===== src/brake_pkg.sv =====
// shared constants and carrier types of the pwm brake block
`default_nettype none

package brake_pkg;

  // register bus widths and channel count
  localparam int ADDR_W = 8;
  localparam int DATA_W = 8;
  localparam int CHANNELS = 4;

  // register offsets
  localparam logic [7:0] OFS_GEN_CTRL = 8'hdc;
  localparam logic [7:0] OFS_CH2_DUTY_LOW = 8'hdd;
  localparam logic [7:0] OFS_CH3_DUTY_LOW = 8'hde;
  localparam logic [7:0] OFS_BRAKE_CONFIG = 8'hdf;
  localparam logic [7:0] OFS_IRQ_STATUS = 8'hf0;
  localparam logic [7:0] OFS_IRQ_CLEAR = 8'hf1;
  localparam logic [7:0] OFS_IRQ_ENABLE = 8'hf2;

  // field positions
  localparam int RUN_BIT = 7;
  localparam int FLAG_BIT = 0;

  // reset values
  localparam logic [7:0] RST_DUTY = 8'h00;
  localparam logic [7:0] RST_CONFIG = 8'h00;
  localparam logic RST_RUN = 1'b0;
  localparam logic RST_FLAG = 1'b0;
  localparam logic RST_IRQ_EN = 1'b0;

  // brake configuration register, msb first
  typedef struct packed {
    logic mode_select;
    logic pin_polarity;
    logic pin_mode;
    logic enable;
    logic [3:0] levels;
  } brake_cfg_t;

  // brake modes as {brake_pin_mode, brake_mode_select}
  typedef enum logic [1:0] {
    MODE_SOFT = 2'b00,
    MODE_IDLE = 2'b01,
    MODE_PIN = 2'b10,
    MODE_NONE = 2'b11
  } brake_mode_t;

  // one register bus request
  typedef struct packed {
    logic [7:0] addr;
    logic [7:0] wdata;
    logic wr;
    logic rd;
  } bus_req_t;

endpackage

`default_nettype wire


===== src/pin_sync.sv =====
// two-stage synchroniser for an asynchronous input pin
`timescale 1ns/100ps
`default_nettype none

module pin_sync #(
  parameter int WIDTH = 1
) (
  // clock and reset
  input wire logic clk,
  input wire logic rst,
  // asynchronous input and its synchronised copy
  input wire logic [WIDTH-1:0] async_in,
  output logic [WIDTH-1:0] sync_out
);

  logic [WIDTH-1:0] meta_ff;
  logic [WIDTH-1:0] sync_ff;

  // first stage feeds only the second stage
  always_ff @(posedge clk) begin
    if (rst) begin
      meta_ff <= '0;
      sync_ff <= '0;
    end else begin
      meta_ff <= async_in;
      sync_ff <= meta_ff;
    end
  end

  assign sync_out = sync_ff;

endmodule // pin_sync

`default_nettype wire


===== src/pwm_brake_control.sv =====
// brake logic and low duty registers of the four-channel pwm unit
//
// Behaviour
// - with brake_enable at 0 the brake is never asserted.
// - brake_pin_mode and brake_mode_select both 1 give no brake at all.
// - brake_pin_polarity 0 makes a low pin active, 1 makes a high pin active.
// - under brake each output shows its own chan_brake_level bit.
// - software brake forces levels and leaves generator_run untouched.
// - leaving software brake, outputs take the live generator value at once.
// - idle brake applies levels only while generator_run is 0.
// - clearing brake_enable in idle brake restores the frozen generator value.
// - pin brake forces levels, clears generator_run and sets brake_flag.
// - pin brake ends only when brake_enable is cleared, whatever the pin level.
// - generator_run bit 7 of the control register runs or stops the counter.
`timescale 1ns/100ps
`default_nettype none

module pwm_brake_control (
  // clock and reset
  input wire logic clk,
  input wire logic rst,
  // register port, read data one cycle after the read strobe
  input wire brake_pkg::bus_req_t bus_req,
  output logic [7:0] rdata,
  // generator side
  input wire logic [3:0] gen_out,
  output logic generator_run,
  output logic [7:0] ch2_duty_low,
  output logic [7:0] ch3_duty_low,
  // pins and interrupt
  input wire logic brake_input_pin,
  output logic [3:0] pwm_out,
  output logic brake_asserted,
  output logic irq
);

  // register state
  brake_pkg::brake_cfg_t cfg_ff, nxt_cfg;
  logic [7:0] duty2_ff, nxt_duty2;
  logic [7:0] duty3_ff, nxt_duty3;
  logic run_ff, nxt_run;
  logic flag_ff, nxt_flag;
  logic irq_en_ff, nxt_irq_en;
  logic [7:0] rdata_ff, nxt_rdata;
  // brake state
  logic pin_latch_ff, nxt_pin_latch;
  logic [3:0] pwm_out_ff, nxt_pwm_out;
  // combinational terms
  logic pin_sync_lvl;
  logic pin_active;
  logic brake_on;
  logic pin_brake;
  brake_pkg::brake_mode_t mode;

  // pin passes two flops before anything reads it
  pin_sync #(
    .WIDTH(1)
  ) u_pin_sync (
    .clk(clk),
    .rst(rst),
    .async_in(brake_input_pin),
    .sync_out(pin_sync_lvl)
  );

  assign pin_active = (pin_sync_lvl == cfg_ff.pin_polarity);

  // mode code as {brake_pin_mode, brake_mode_select}
  assign mode = brake_pkg::brake_mode_t'(
    {cfg_ff.pin_mode, cfg_ff.mode_select});

  // brake decision, latched pin brake keeps it until release
  always_comb begin
    brake_on = 1'b0;
    pin_brake = 1'b0;
    if (cfg_ff.enable) begin
      unique case (mode)
        // software brake, run bit left alone
        brake_pkg::MODE_SOFT: brake_on = 1'b1;
        brake_pkg::MODE_IDLE: brake_on = !run_ff;
        brake_pkg::MODE_PIN: begin
          pin_brake = pin_active;
          brake_on = pin_active || pin_latch_ff;
        end
        brake_pkg::MODE_NONE: brake_on = 1'b0;
      endcase
    end
  end

  // pin brake latch and output select
  always_comb begin
    nxt_pin_latch = pin_latch_ff;
    // release by clearing brake_enable
    // a still active pin does not relatch, and no stale polarity holds it
    if (pin_brake) begin
      nxt_pin_latch = 1'b1;
    end else if (!cfg_ff.enable) begin
      nxt_pin_latch = 1'b0;
    end
    if (brake_on) begin
      nxt_pwm_out = cfg_ff.levels;
    end else begin
      // stopped generator still holds its last value
      nxt_pwm_out = gen_out;
    end
  end

  always_ff @(posedge clk) begin
    if (rst) begin
      pin_latch_ff <= 1'b0;
      pwm_out_ff <= 4'h0;
    end else begin
      pin_latch_ff <= nxt_pin_latch;
      pwm_out_ff <= nxt_pwm_out;
    end
  end

  // register writes, hardware events and read data
  always_comb begin
    nxt_cfg = cfg_ff;
    nxt_duty2 = duty2_ff;
    nxt_duty3 = duty3_ff;
    nxt_run = run_ff;
    nxt_flag = flag_ff;
    nxt_irq_en = irq_en_ff;
    nxt_rdata = 8'h00;
    if (bus_req.wr) begin
      unique case (bus_req.addr)
        brake_pkg::OFS_GEN_CTRL: nxt_run = bus_req.wdata[brake_pkg::RUN_BIT];
        brake_pkg::OFS_CH2_DUTY_LOW: nxt_duty2 = bus_req.wdata;
        brake_pkg::OFS_CH3_DUTY_LOW: nxt_duty3 = bus_req.wdata;
        brake_pkg::OFS_BRAKE_CONFIG: nxt_cfg = bus_req.wdata;
        brake_pkg::OFS_IRQ_CLEAR: begin
          if (bus_req.wdata[brake_pkg::FLAG_BIT]) begin
            nxt_flag = 1'b0;
          end
        end
        brake_pkg::OFS_IRQ_ENABLE: begin
          nxt_irq_en = bus_req.wdata[brake_pkg::FLAG_BIT];
        end
        default: ;
      endcase
    end
    // hardware stop wins over a software start
    // set wins over a clear in the same cycle
    if (pin_brake) begin
      nxt_run = 1'b0;
      nxt_flag = 1'b1;
    end
    // unmapped and write-only offsets read as zero
    if (bus_req.rd) begin
      unique case (bus_req.addr)
        brake_pkg::OFS_GEN_CTRL: nxt_rdata[brake_pkg::RUN_BIT] = run_ff;
        brake_pkg::OFS_CH2_DUTY_LOW: nxt_rdata = duty2_ff;
        brake_pkg::OFS_CH3_DUTY_LOW: nxt_rdata = duty3_ff;
        brake_pkg::OFS_BRAKE_CONFIG: nxt_rdata = cfg_ff;
        brake_pkg::OFS_IRQ_STATUS: nxt_rdata[brake_pkg::FLAG_BIT] = flag_ff;
        brake_pkg::OFS_IRQ_ENABLE: begin
          nxt_rdata[brake_pkg::FLAG_BIT] = irq_en_ff;
        end
        default: nxt_rdata = 8'h00;
      endcase
    end
  end

  always_ff @(posedge clk) begin
    if (rst) begin
      cfg_ff <= brake_pkg::RST_CONFIG;
      duty2_ff <= brake_pkg::RST_DUTY;
      duty3_ff <= brake_pkg::RST_DUTY;
      run_ff <= brake_pkg::RST_RUN;
      flag_ff <= brake_pkg::RST_FLAG;
      irq_en_ff <= brake_pkg::RST_IRQ_EN;
      rdata_ff <= 8'h00;
    end else begin
      cfg_ff <= nxt_cfg;
      duty2_ff <= nxt_duty2;
      duty3_ff <= nxt_duty3;
      run_ff <= nxt_run;
      flag_ff <= nxt_flag;
      irq_en_ff <= nxt_irq_en;
      rdata_ff <= nxt_rdata;
    end
  end

  // outputs, all from flops except the brake and irq levels
  assign rdata = rdata_ff;
  assign generator_run = run_ff;
  assign ch2_duty_low = duty2_ff;
  assign ch3_duty_low = duty3_ff;
  assign pwm_out = pwm_out_ff;
  assign brake_asserted = brake_on;
  // flag shown as a level interrupt
  assign irq = flag_ff && irq_en_ff;

  logic cfg_wr;
  logic ctrl_wr;
  logic clr_wr;
  assign cfg_wr = bus_req.wr && (bus_req.addr == brake_pkg::OFS_BRAKE_CONFIG);
  assign ctrl_wr = bus_req.wr && (bus_req.addr == brake_pkg::OFS_GEN_CTRL);
  assign clr_wr = bus_req.wr && (bus_req.addr == brake_pkg::OFS_IRQ_CLEAR);
endmodule // pwm_brake_control

`default_nettype wire

===== config.mk =====
export PLATFORM = sky130hd
export DESIGN_NAME = pwm_brake_control
export DESIGN_NICKNAME = d
export VERILOG_FILES = /design/src/brake_pkg.sv /design/src/pin_sync.sv /design/src/pwm_brake_control.sv
export SDC_FILE = /design/constraint.sdc
export NUM_CORES = 1
export LEC_CHECK = 0
export BUFFER_PORTS_ARGS = -buffer_cell sky130_fd_sc_hd__clkbuf_2
export CAP_MARGIN = 20
export CORE_MARGIN = 4
export CORE_UTILIZATION = 45
export DETAILED_ROUTE_END_ITERATION = 7
export GPL_TIMING_DRIVEN = 0
export PLACE_DENSITY_LB_ADDON = 0.12
export SYNTH_ARGS = -nofsm -noshare
export SYNTH_HDL_FRONTEND = slang
export SYNTH_SLANG_ARGS = --single-unit

===== constraint.sdc =====
create_clock -name clk -period 1.3 [get_ports clk]
set_input_delay 0.26 -clock clk [delete_from_list [all_inputs] [get_ports clk]]
set_output_delay 0.26 -clock clk [all_outputs]
set_load 0.02 [all_outputs]

After elaboration in Yosys (flattened, before gate mapping):

Index checks and enable logic that the tools add are counted.

* memories: 0
* output and inout port bits: 31
* latch bits: 0
* logic and storage cells: 57
* flip-flop bits (word level): 42
* memory bits (writable): 0
* memory bits (read-only): 0

* add/sub/neg operators: 0
* multipliers: 0
* shifts and indexed selects: 0
* div/mod/pow operators: 0
* eq/ne operators: 12
* bitwise gates (word level): 1
* reduce and logical (&&, ||, !) cells: 15
* order comparisons: 0
* mux-type cells: 14

Operators by type and width (number)
* 8-bit equality test (second input constant): 7
* 6-bit one-hot mux with 3 select lines: 1
* 2-bit AND reduction: 5
* 1-bit two-way mux: 9
* 1-bit one-hot mux with 4 select lines: 2
* 2-bit nonzero test: 3
* 1-bit one-hot mux with 5 select lines: 1
* 2-bit equality test (second input constant): 2
* 4-bit two-way mux: 1
* 2-bit OR reduction: 2
* 3-bit AND reduction: 1
* 2-bit by 1-bit equality test with 1-bit output (second input constant): 1
* 2-bit logical NOT: 1
* 2-bit by 1-bit != test with 1-bit output (second input constant): 1
* 1-bit equality test: 1
* 1-bit logical AND: 1
* 1-bit logical NOT: 1
* 1-bit logical OR: 1
* 1-bit inverter: 1

Depth between registers and ports, before layout:

Gate-level depths: netlist (run 1).

* depth in word-level cells: 5
* gate-level depth with buffers: 5
* depth with buffers taken out: 4

By module:

A second synthesis (run 1) with hierarchy kept.

* cell total of the unflattened synthesis: 180
* area, all modules: 1820.5 µm²

Modules (own cells, without submodules)
* pwm_brake_control: seq. area each 800.8 µm², times used 1, area an instance 1767.9 µm², cells an instance 176
* pin_sync: seq. area each 40.0 µm², times used 1, area an instance 52.6 µm², cells an instance 4

Worst setup path before layout (run 1):

OpenSTA, ideal clock, no wires.

* path kind: in2reg
* from: input bus_req[15] (netlist bit)
* to: register cfg_ff[4] (netlist bit)
* setup slack: -0.012 ns
* setup time: 0.116 ns
* buffers on the path: 1
* cell stages on the path: 4
* arrival time: 1.196 ns
* required time: 1.184 ns
* path through: nand3b_4 or3_1 clkbuf_1 a31o_2

* longest elaborated chain between the ends: 2

RTL lines
* start, declared: line pwm_brake_control.sv:23 `input wire brake_pkg::bus_req_t bus_req,`
* 8-bit equality test: line pwm_brake_control.sv:127 `unique case (bus_req.addr)`
* 2-bit AND reduction (no line)
* end signal, assigned: line pwm_brake_control.sv:167 `cfg_ff <= brake_pkg::RST_CONFIG;`
* end signal, assigned: line pwm_brake_control.sv:175 `cfg_ff <= nxt_cfg;`
* end, declared: line pwm_brake_control.sv:38 `brake_pkg::brake_cfg_t cfg_ff, nxt_cfg;`

Every way passes these cells.
A chain may end at the register's enable or synchronous reset.

Worst setup path in the final report (run 1):

* from: register cfg_ff[6] (netlist bit)
* to: output brake_asserted

* longest elaborated chain between the ends: 4

RTL lines
* 1-bit equality test: line pwm_brake_control.sv:65 `assign pin_active = (pin_sync_lvl == cfg_ff.pin_polarity);`
* 1-bit logical OR: line pwm_brake_control.sv:82 `brake_on = pin_active || pin_latch_ff;`
* 1-bit one-hot mux with 4 select lines: line pwm_brake_control.sv:76 `unique case (mode)`
* 1-bit two-way mux: line pwm_brake_control.sv:75 `if (cfg_ff.enable) begin`
* end, declared: line pwm_brake_control.sv:33 `output logic brake_asserted,`

Every way passes these cells.

==> impl_metrics.json, run 1 <==
{
  "status": "complete, but fails checks",
  "violations": "negative setup slack",
  "cts_root_buffer": "clkbuf_8",
  "r2r.worst_path.cells": 7,
  "synth.area.top_cells": "dfxtp_1, mux2i_1, nand2_1, mux2_2, a22oi_1",
  "avgSynthCellArea_sq_um": 10.22,
  "clock_sinks": 42,
  "p_int_mw": 1.793,
  "drt_iter0_markers": 86,
  "worst_skew_pair.late_latency_ps": 300,
  "grt_pass1_vias": 1566,
  "fin_crit_ps": 1535,
  "reg2reg_from": "cfg_ff[6]$_SDFFE_PP0P_",
  "remaining_drc_errors": 0,
  "cp_cell_sequence": "xnor2_4 -> o311ai_4 -> inv_2 -> buf_8",
  "yosys_warnings": 0,
  "synthTopCellsByCount": "dfxtp_1, nand2_1, mux2i_1",
  "dp_hpwl_um": 3324,
  "synthToLayoutAreaGrowth_pct": 30.19,
  "synth_top_area_cell": "dfxtp_1",
  "holdWs_ps": 167.5,
  "finalPower_mw": 2.351,
  "clk_path_buf_depth": 2,
  "finClkSkew_ps": 2.959,
  "arrival_ps": 1270,
  "slew_headroom": 0.6275,
  "rrSetupSlack_ps": -130,
  "nNetsFinal": 271,
  "crit_path_max_fanout": 3,
  "synth_ff_type": "dfxtp_1",
  "clock.fmax_ghz": 0.6516,
  "min_path_type": "primary input to flip-flop",
  "cp.depth": 4,
  "setup_viol": 3,
  "rows": 22,
  "grt-ovfl-total": 0,
  "clkPwrFrac": 0.370,
  "grt_pass1_wl_um": 7803,
  "grt_max_degree": 13,
  "yosysTopAreaCellShare": 0.4622,
  "place_ws_ps": -449.7,
  "netSwitchingPower_mw": 0.5584,
  "fp.dieH_um": 71.58,
  "cp_slowest_cell": "dfxtp_4",
  "synth_nets": 203,
  "endpoint_kind": "output pin",
  "clkSlewWorstSetupHoldPaths_ps": 80,
  "place_congestion": 0.8257,
  "synthArstFlopShare": 0,
  "hold_buffers": 0,
  "grt_setup_unrepaired": "yes",
  "worst_slack_ps": -234.7,
  "max_stage_delay_ps": 380,
  "start_kind": "flip-flop",
  "worstSetupPathType": "flip-flop to output pin",
  "maxCapViolations": 0,
  "power_frac_seq": 0.551,
  "syn_inst": 178,
  "synth_edf_count": 0,
  "n_antenna_cell": 0,
  "drv_slew": 0,
  "ys_ff_latch": 42,
  "synthesis.area_sq_um": 1819,
  "r2r-end": "pwm_out[1]$_SDFF_PP0_",
  "critical_path.endpoint": "brake_asserted",
  "required_ps": 1040,
  "yosysSeqAreaShare": 0.4622,
  "drive_above_1_share": 0.4291,
  "via_count": 1573,
  "startpoint": "cfg_ff[6]$_SDFFE_PP0P_",
  "portBuffers": 55,
  "finalSetupTns_ps": -495.8,
  "period_share": 1.181,
  "crit_buf_inv": 2,
  "dieWidth_um": 71.58,
  "dieArea_sq_um": 5124,
  "totalWireLength_um": 4818,
  "power_density_nw_per_um2": 992.7,
  "numCtsBuffers": 5,
  "yosysUniqueCellTypes": 42,
  "cts_tree": "built",
  "first_pass_iters": 4,
  "cp_top_family": "flip-flops",
  "start_util": 0.4824,
  "worstMarginPinSlew_ps": 558.7,
  "p_leak_nw": 1.090,
  "final-hold-violation-count": 0,
  "grt_use_total": 0.1992,
  "core_area_sq_um": 3771,
  "yosysMostFrequentCell": "dfxtp_1",
  "wl_per_cell_um": 16.33,
  "ir_worst_vdd_uv": 669.8,
  "io-pin-count": 56,
  "htree_levels": 2,
  "ant_nets": 0,
  "antenna_found_initial": 0,
  "switching_share": 0.2375,
  "vias_per_cell": 5.332,
  "p_comb_frac": 0.079
}
==> sequential cells by signal (all words and copies together), names as in the netlist, 4 cells and up <==
signal	flops
cfg_ff	8
ch3_duty_low	8
ch2_duty_low	8
rdata	8
pwm_out	4
==> how the worst min path moves through the flow <==
stage                                  start                              to  slack (ps)  cells after the start
3_3_place_gp   u_pin_sync.meta_ff$_SDFF_PP0_  u_pin_sync.sync_out$_SDFF_PP0_         420                      1
5_1_grt                      brake_input_pin   u_pin_sync.meta_ff$_SDFF_PP0_         170                      2
2_1_floorplan                brake_input_pin   u_pin_sync.meta_ff$_SDFF_PP0_         390                      1
3_5_place_dp   u_pin_sync.meta_ff$_SDFF_PP0_  u_pin_sync.sync_out$_SDFF_PP0_         430                      1
6_report                     brake_input_pin   u_pin_sync.meta_ff$_SDFF_PP0_         170                      2
4_1_cts                      brake_input_pin   u_pin_sync.meta_ff$_SDFF_PP0_         170                      2
==> layout make-up <==
cell class	count	area (sq um)
timing repair buffer	62	341.6
fill	340	1403
inverter	4	15.01
multi-input combinational	122	960.9
buffer	9	50.05
clock buffer	7	86.33
clock inverter	1	5.005
sequential	42	849.6
tap	48	60.06
==> power groups by stage <==
stage | combinational [mW] | sequential (mW) | clock, mW
floorplan | 0.0841 | 1.34 | 0
global placement | 0.174 | 1.33 | 0
detailed placement | 0.176 | 1.33 | 0
CTS | 0.181 | 1.30 | 0.874
global route | 0.204 | 1.30 | 0.938
finish | 0.186 | 1.30 | 0.869
==> what timing repair did <==
action	in CTS	in global routing
gates resized for setup	13	8
pin swaps	2	2
endpoints found under the setup margin	29	18
buffers inserted	5	3
==> per-stage QoR <==
stage               instances  instance area [sq um]    util
detailed placement        281                   2156  0.5717
finish                    295                   2369  0.6281
global route              295                   2369  0.6281
global placement          281                   2156  0.5717
floorplan                 178                   1821       -
CTS                       292                   2323  0.6161
==> cell families after synthesis <==
logic type | after synthesis | synth area share
xor gates and xnor gates | 1 | 0.004815
AOI/OAI and AO/OA | 19 | 0.08322
and+or+nand+nor | 68 | 0.2153
buffers and inverters | 14 | 0.03507
DFF | 42 | 0.4622
muxes | 34 | 0.1995
==> cells in the final DEF, fill, tap and decap left out, types with 2 or more instances in the layout <==
cell type | netlist | routed
clkbuf_2 | 0 | 58
dfxtp_1 | 42 | 39
nand2_1 | 30 | 30
mux2i_1 | 25 | 25
mux2_2 | 8 | 8
a22oi_1 | 7 | 7
nor2_1 | 6 | 6
clkbuf_8 | 0 | 6
buf_4 | 0 | 6
nor2b_1 | 5 | 5
nand2b_1 | 4 | 4
nor4_1 | 4 | 4
buf_2 | 3 | 3
a31o_2 | 3 | 3
inv_2 | 0 | 2
inv_1 | 4 | 2
nand4_1 | 2 | 2
clkbuf_1 | 5 | 2
o31ai_1 | 2 | 2
nor3b_1 | 2 | 2
buf_6 | 1 | 2
dfxtp_4 | 0 | 2
==> worst reg2reg max path, stage by stage, from the launching register on <==
cell	delay, ps
dfxtp_4	380
xnor2_4	140
o311ai_4	250
inv_2	80
buf_4	140
buf_4	130
buf_6	110
mux2i_1	100
==> per-layer routing <==
layer / part of all wire / up-vias / GRT usage
li1: - / 768 / -
met1: 0.41 / 732 / 0.2332
met2: 0.49 / 58 / 0.3398
met3: 0.072 / 15 / 0.05330
met4: 0.029 / 0 / 0.08768
met5: 0 / - / 0
Power figures use the tool's default switching activity.
==> run 2: changes to the inputs <==
Settings changed: CORE_UTILIZATION 45 to 54.
Clock period 1.3 ns to 1.8 ns, I/O delays scaled along.
==> run 2 against run 1 <==
The flow now finishes without violations. Clock power is 44% lower. Sequential cell count did not move. Combinational power decreased by 31%. Total power decreased by 34%. Core utilization is 11 points higher. Hold slack better by 44 ps. Non-clock buffer count is 3 higher. Clock skew rose by 3.7 ps.
==> impl_metrics.json, run 2 (synthesis results as in run 1) <==
{
  "clkPwrFrac": 0.313,
  "hold_buffers": 0,
  "synthToLayoutAreaGrowth_pct": 26.75,
  "fp.dieH_um": 66.04,
  "rows": 20,
  "p_int_mw": 1.176,
  "p_comb_frac": 0.083,
  "worst_skew_pair.late_latency_ps": 360,
  "final-hold-violation-count": 0,
  "grt_max_degree": 13,
  "drv_slew": 0,
  "grt_pass1_vias": 1636,
  "drt_iter0_markers": 100,
  "dp_hpwl_um": 3413,
  "dieWidth_um": 66.04,
  "drive_above_1_share": 0.4000,
  "required_ps": 1440,
  "grt_use_total": 0.2387,
  "clock_sinks": 42,
  "ant_nets": 0,
  "worstSetupPathType": "flip-flop to output pin",
  "dpl-instance-area_sq_um": 2150,
  "final_common_cell": "clkbuf_2",
  "numCtsBuffers": 5,
  "holdWs_ps": 211.9,
  "period_share": 0.9505,
  "clock.fmax_ghz": 0.5845,
  "ir_worst_vdd_uv": 526.9,
  "r2r-end": "pwm_out[0]$_SDFF_PP0_",
  "n_antenna_cell": 0,
  "crit_path_max_fanout": 2,
  "wl_per_cell_um": 16.15,
  "grt_pass1_wl_um": 7728,
  "clkSlewWorstSetupHoldPaths_ps": 120,
  "power_density_nw_per_um2": 673.9,
  "multi_input_area_sq_um": 932.1,
  "p_leak_nw": 1.080,
  "remaining_drc_errors": 0,
  "place_congestion": 0.8117,
  "hp-start": "brake_input_pin",
  "power_frac_seq": 0.604,
  "io-pin-count": 56,
  "switching_share": 0.2433,
  "r2r.worst_path.cells": 9,
  "reg2reg_from": "cfg_ff[6]$_SDFFE_PP0P_",
  "core_area_sq_um": 3128,
  "min_path_type": "primary input to flip-flop",
  "hold_depth": 2,
  "netSwitchingPower_mw": 0.3780,
  "cts_tree": "built",
  "totalWireLength_um": 4749,
  "clk_path_buf_depth": 2,
  "min_to": "u_pin_sync.meta_ff$_SDFF_PP0_",
  "via_count": 1605,
  "layout_common_cells": "clkbuf_2, dfxtp_1, nand2_1",
  "design_area_sq_um": 2306,
  "fin_crit_ps": 1711,
  "first_pass_iters": 4,
  "setup_viol": 0,
  "endpoint_kind": "output pin",
  "rrSetupSlack_ps": 130,
  "nNetsFinal": 274,
  "grt_setup_unrepaired": "no",
  "portBuffers": 55,
  "start_kind": "flip-flop",
  "register_area_sq_um": 843.3,
  "slew_headroom": 0.5841,
  "antenna_found_initial": 0,
  "arrival_ps": 1350,
  "grt-ovfl-total": 0,
  "fillCellCount": 229,
  "cts_root_buffer": "clkbuf_4",
  "htree_levels": 2,
  "dieArea_sq_um": 4361,
  "status": "finished, final reports clean",
  "maxCapViolations": 0,
  "vias_per_cell": 5.459,
  "start_util": 0.5816,
  "finClkSkew_ps": 6.642,
  "worstMarginPinSlew_ps": 619.1,
  "finalSetupTns_ps": 0
}
## run 2: cell types whose count changed in the layout (fill, tap and decap cells not counted), sizes merged
| cell | previous run | this run |
|---|---|---|
| buf | 12 | 14 |
| clkbuf | 66 | 67 |
## run 2: what timing repair did
action                                  4_1_cts  5_1_grt
endpoints found under the setup margin        1        3
pin swaps                                     2        1
cloned                                        0        0
gates resized for setup                       5        3
setup buffers                                 8        1
## run 2: critical path, cell delays in order, from the launching register on
cell and delay [ps]:
dfxtp_2 370, xnor2_2 160, o311ai_4 250, inv_2 60, clkbuf_8 150
## run 2: cell type report
cell class                 instances  share of cell area
multi-input combinational        122              0.4042
sequential                        42              0.3657
timing repair buffer              64              0.1525
clock buffer                       7             0.02387
tap                               44             0.02387
buffer                            10             0.02116
inverter                           4            0.006511
clock inverter                     1            0.002170
## run 2: power groups by stage
stage	Clock (mW)	Sequential [mW]	Combinational (mW)
2_1_floorplan	0	0.966	0.0607
4_1_cts	0.487	0.939	0.128
5_1_grt	0.531	0.940	0.140
3_5_place_dp	0	0.960	0.125
3_3_place_gp	0	0.960	0.121
6_report	0.486	0.939	0.129
## run 2: per-stage QoR
step | utilization | cells | power, mW | setup WS (ps)
floorplan | - | 178 | 1.027 | 388.1
global placement | 0.6872 | 277 | 1.081 | 121.8
detailed placement | 0.6872 | 277 | 1.086 | 16.95
CTS | 0.7316 | 293 | 1.555 | 6.195
global route | 0.7372 | 294 | 1.611 | 19.34
finish | 0.7372 | 294 | 1.554 | 89.05
## run 2: worst max path at each step
stage	slack, ps	cells after the start	startpoint	end
global route	20	4	cfg_ff[6]$_SDFFE_PP0P_	brake_asserted
detailed placement	20	6	rst	ch2_duty_low[1]$_SDFFE_PP0P_
global placement	120	5	bus_req[1]	cfg_ff[2]$_SDFFE_PP0P_
CTS	6	4	cfg_ff[6]$_SDFFE_PP0P_	brake_asserted
finish	90	4	cfg_ff[6]$_SDFFE_PP0P_	brake_asserted
floorplan	390	4	bus_req[15]	cfg_ff[4]$_SDFFE_PP0P_
## run 2: metal layers
metal / vias to the layer above / wire length [um] / global-route usage
met5: - / 0 / 0
met4: 0 / 81 / 0.07614
met3: 10 / 412 / 0.06973
met2: 57 / 2550 / 0.4393
met1: 761 / 1705 / 0.2600
li1: 777 / - / -
==> run 3: changes to the inputs <==
Settings changed: CORE_UTILIZATION 54 to 40.
==> run 3 against run 2 <==
Via count decreased by 5.2%. Routed wire length decreased by 4.7%. Cell count fell by 0.68%. Final area decreased by 1.4%. Sequential share of layout area is 0.52 points higher. Die area up 30%.
==> impl_metrics.json, run 3 (synthesis results as in run 1) <==
{
  "p_leak_nw": 1.043,
  "dieWidth_um": 75.44,
  "dp_hpwl_um": 3363,
  "core_area_sq_um": 4384,
  "finalSetupTns_ps": 0,
  "synthToLayoutAreaGrowth_pct": 24.97,
  "crit_path_max_fanout": 3,
  "status": "finished, final reports clean",
  "endpoint_kind": "output pin",
  "worstMarginPinSlew_ps": 532.2,
  "ant_nets": 0,
  "min_path_type": "primary input to flip-flop",
  "start_util": 0.4150,
  "min_to": "u_pin_sync.meta_ff$_SDFF_PP0_",
  "fin_crit_ps": 1701,
  "register_area_sq_um": 843.3,
  "grt_use_total": 0.1708,
  "cts_root_buffer": "clkbuf_8",
  "drv_slew": 0,
  "clock.fmax_ghz": 0.5879,
  "post-route-util": 0.5186,
  "vias_per_cell": 5.209,
  "cp_top_family": "flip-flops",
  "place_congestion": 0.7372,
  "crit_buf_inv": 2,
  "portBuffers": 55,
  "first_pass_iters": 4,
  "grt_setup_unrepaired": "no",
  "period_share": 0.9451,
  "totalWireLength_um": 4525,
  "n_antenna_cell": 0,
  "clock_sinks": 42,
  "cts_tree": "built",
  "final-hold-violation-count": 0,
  "nNetsFinal": 266,
  "antenna_found_initial": 0,
  "dieArea_sq_um": 5691,
  "fp.dieH_um": 75.44,
  "grt_max_degree": 12,
  "htree_levels": 2,
  "via_count": 1521,
  "grt_pass1_wl_um": 7231,
  "numCtsBuffers": 5,
  "required_ps": 1440,
  "drt_iter0_markers": 80,
  "reg2reg_from": "cfg_ff[6]$_SDFFE_PP0P_",
  "worstSetupPathType": "flip-flop to output pin",
  "multi_input_area_sq_um": 935.9,
  "clkSlewWorstSetupHoldPaths_ps": 70,
  "remaining_drc_errors": 0,
  "hp-start": "brake_input_pin",
  "maxCapViolations": 0,
  "max_stage_delay_ps": 350,
  "cp_slowest_cell": "dfxtp_2",
  "fillCellCount": 435,
  "grt_pass1_vias": 1414,
  "wl_per_cell_um": 15.50,
  "r2r-end": "pwm_out[3]$_SDFF_PP0_",
  "layout_common_cells": "clkbuf_2, dfxtp_1, nand2_1",
  "r2r.worst_path.cells": 4,
  "clk_path_buf_depth": 2,
  "setup_viol": 0,
  "rrSetupSlack_ps": 570,
  "arrival_ps": 1340,
  "hold_depth": 2,
  "ir_worst_vdd_uv": 405.5,
  "drive_above_1_share": 0.3833,
  "io-pin-count": 56,
  "holdWs_ps": 290.3,
  "power_density_nw_per_um2": 732.0,
  "rows": 24,
  "finClkSkew_ps": 8.610,
  "final_common_cell": "clkbuf_2",
  "cp_cell_sequence": "xnor2_2 -> o311ai_4 -> inv_2 -> clkbuf_2",
  "start_kind": "flip-flop",
  "slew_headroom": 0.6425,
  "worst_skew_pair.late_latency_ps": 290,
  "cp.depth": 4,
  "grt-ovfl-total": 0
}
## run 3: changes by cell type in the layout (fill, tap and decap cells not counted), sizes merged
cell	before	now
buf	14	6
clkbuf	67	66
clkinv	1	0
## run 3: per-stage QoR
stage	setup WS (ps)	total power [mW]	area, sq um	std cells
after global placement	42.34	1.085	2160	285
after CTS	12.76	1.681	2267	292
final	98.91	1.664	2273	292
after global routing	38.55	1.734	2273	292
after detailed placement	58.06	1.085	2160	285
after floorplan	388.1	1.027	1819	178
## run 3: worst max path at each step
| stage | end | slack, ps | from |
|---|---|---|---|
| floorplan | cfg_ff[4]$_SDFFE_PP0P_ | 390 | bus_req[15] |
| detailed placement | ch3_duty_low[1]$_SDFFE_PP0P_ | 60 | rst |
| global placement | cfg_ff[1]$_SDFFE_PP0P_ | 40 | rst |
| finish | brake_asserted | 100 | cfg_ff[6]$_SDFFE_PP0P_ |
| global route | brake_asserted | 40 | cfg_ff[6]$_SDFFE_PP0P_ |
| CTS | brake_asserted | 10 | cfg_ff[5]$_SDFFE_PP0P_ |
## run 3: area by class of cell
class,count,share of cell area
plain buffers,10,0.02146
clock buffers,6,0.03632
inverters,4,0.006604
multi-input cells,122,0.4117
flip-flops and latches,42,0.3709
well taps,52,0.02862
repair buffers,56,0.1244
## run 3: power by group
group / switching, mW / total [mW] / internal [mW]
combinational: 0.0771 / 0.126 / 0.0486
clock: 0.304 / 0.600 / 0.296
sequential: 0.00255 / 0.938 / 0.936
total: 0.384 / 1.66 / 1.28
## run 3: repair_timing
action / CTS / global route
hold buffers: 0 / 0
hold endpoints to repair: 0 / 0
gates cloned: 0 / 0
gates resized for setup: 3 / 4
setup endpoints to repair: 1 / 1
pin swaps: 1 / 0
setup buffers: 1 / 0
## run 3: layer usage
layer / global-route usage / wire (um)
met5: 0 / 0
met2: 0.2560 / 2021
met1: 0.2457 / 2151
met3: 0.03694 / 302
met4: 0.05243 / 49
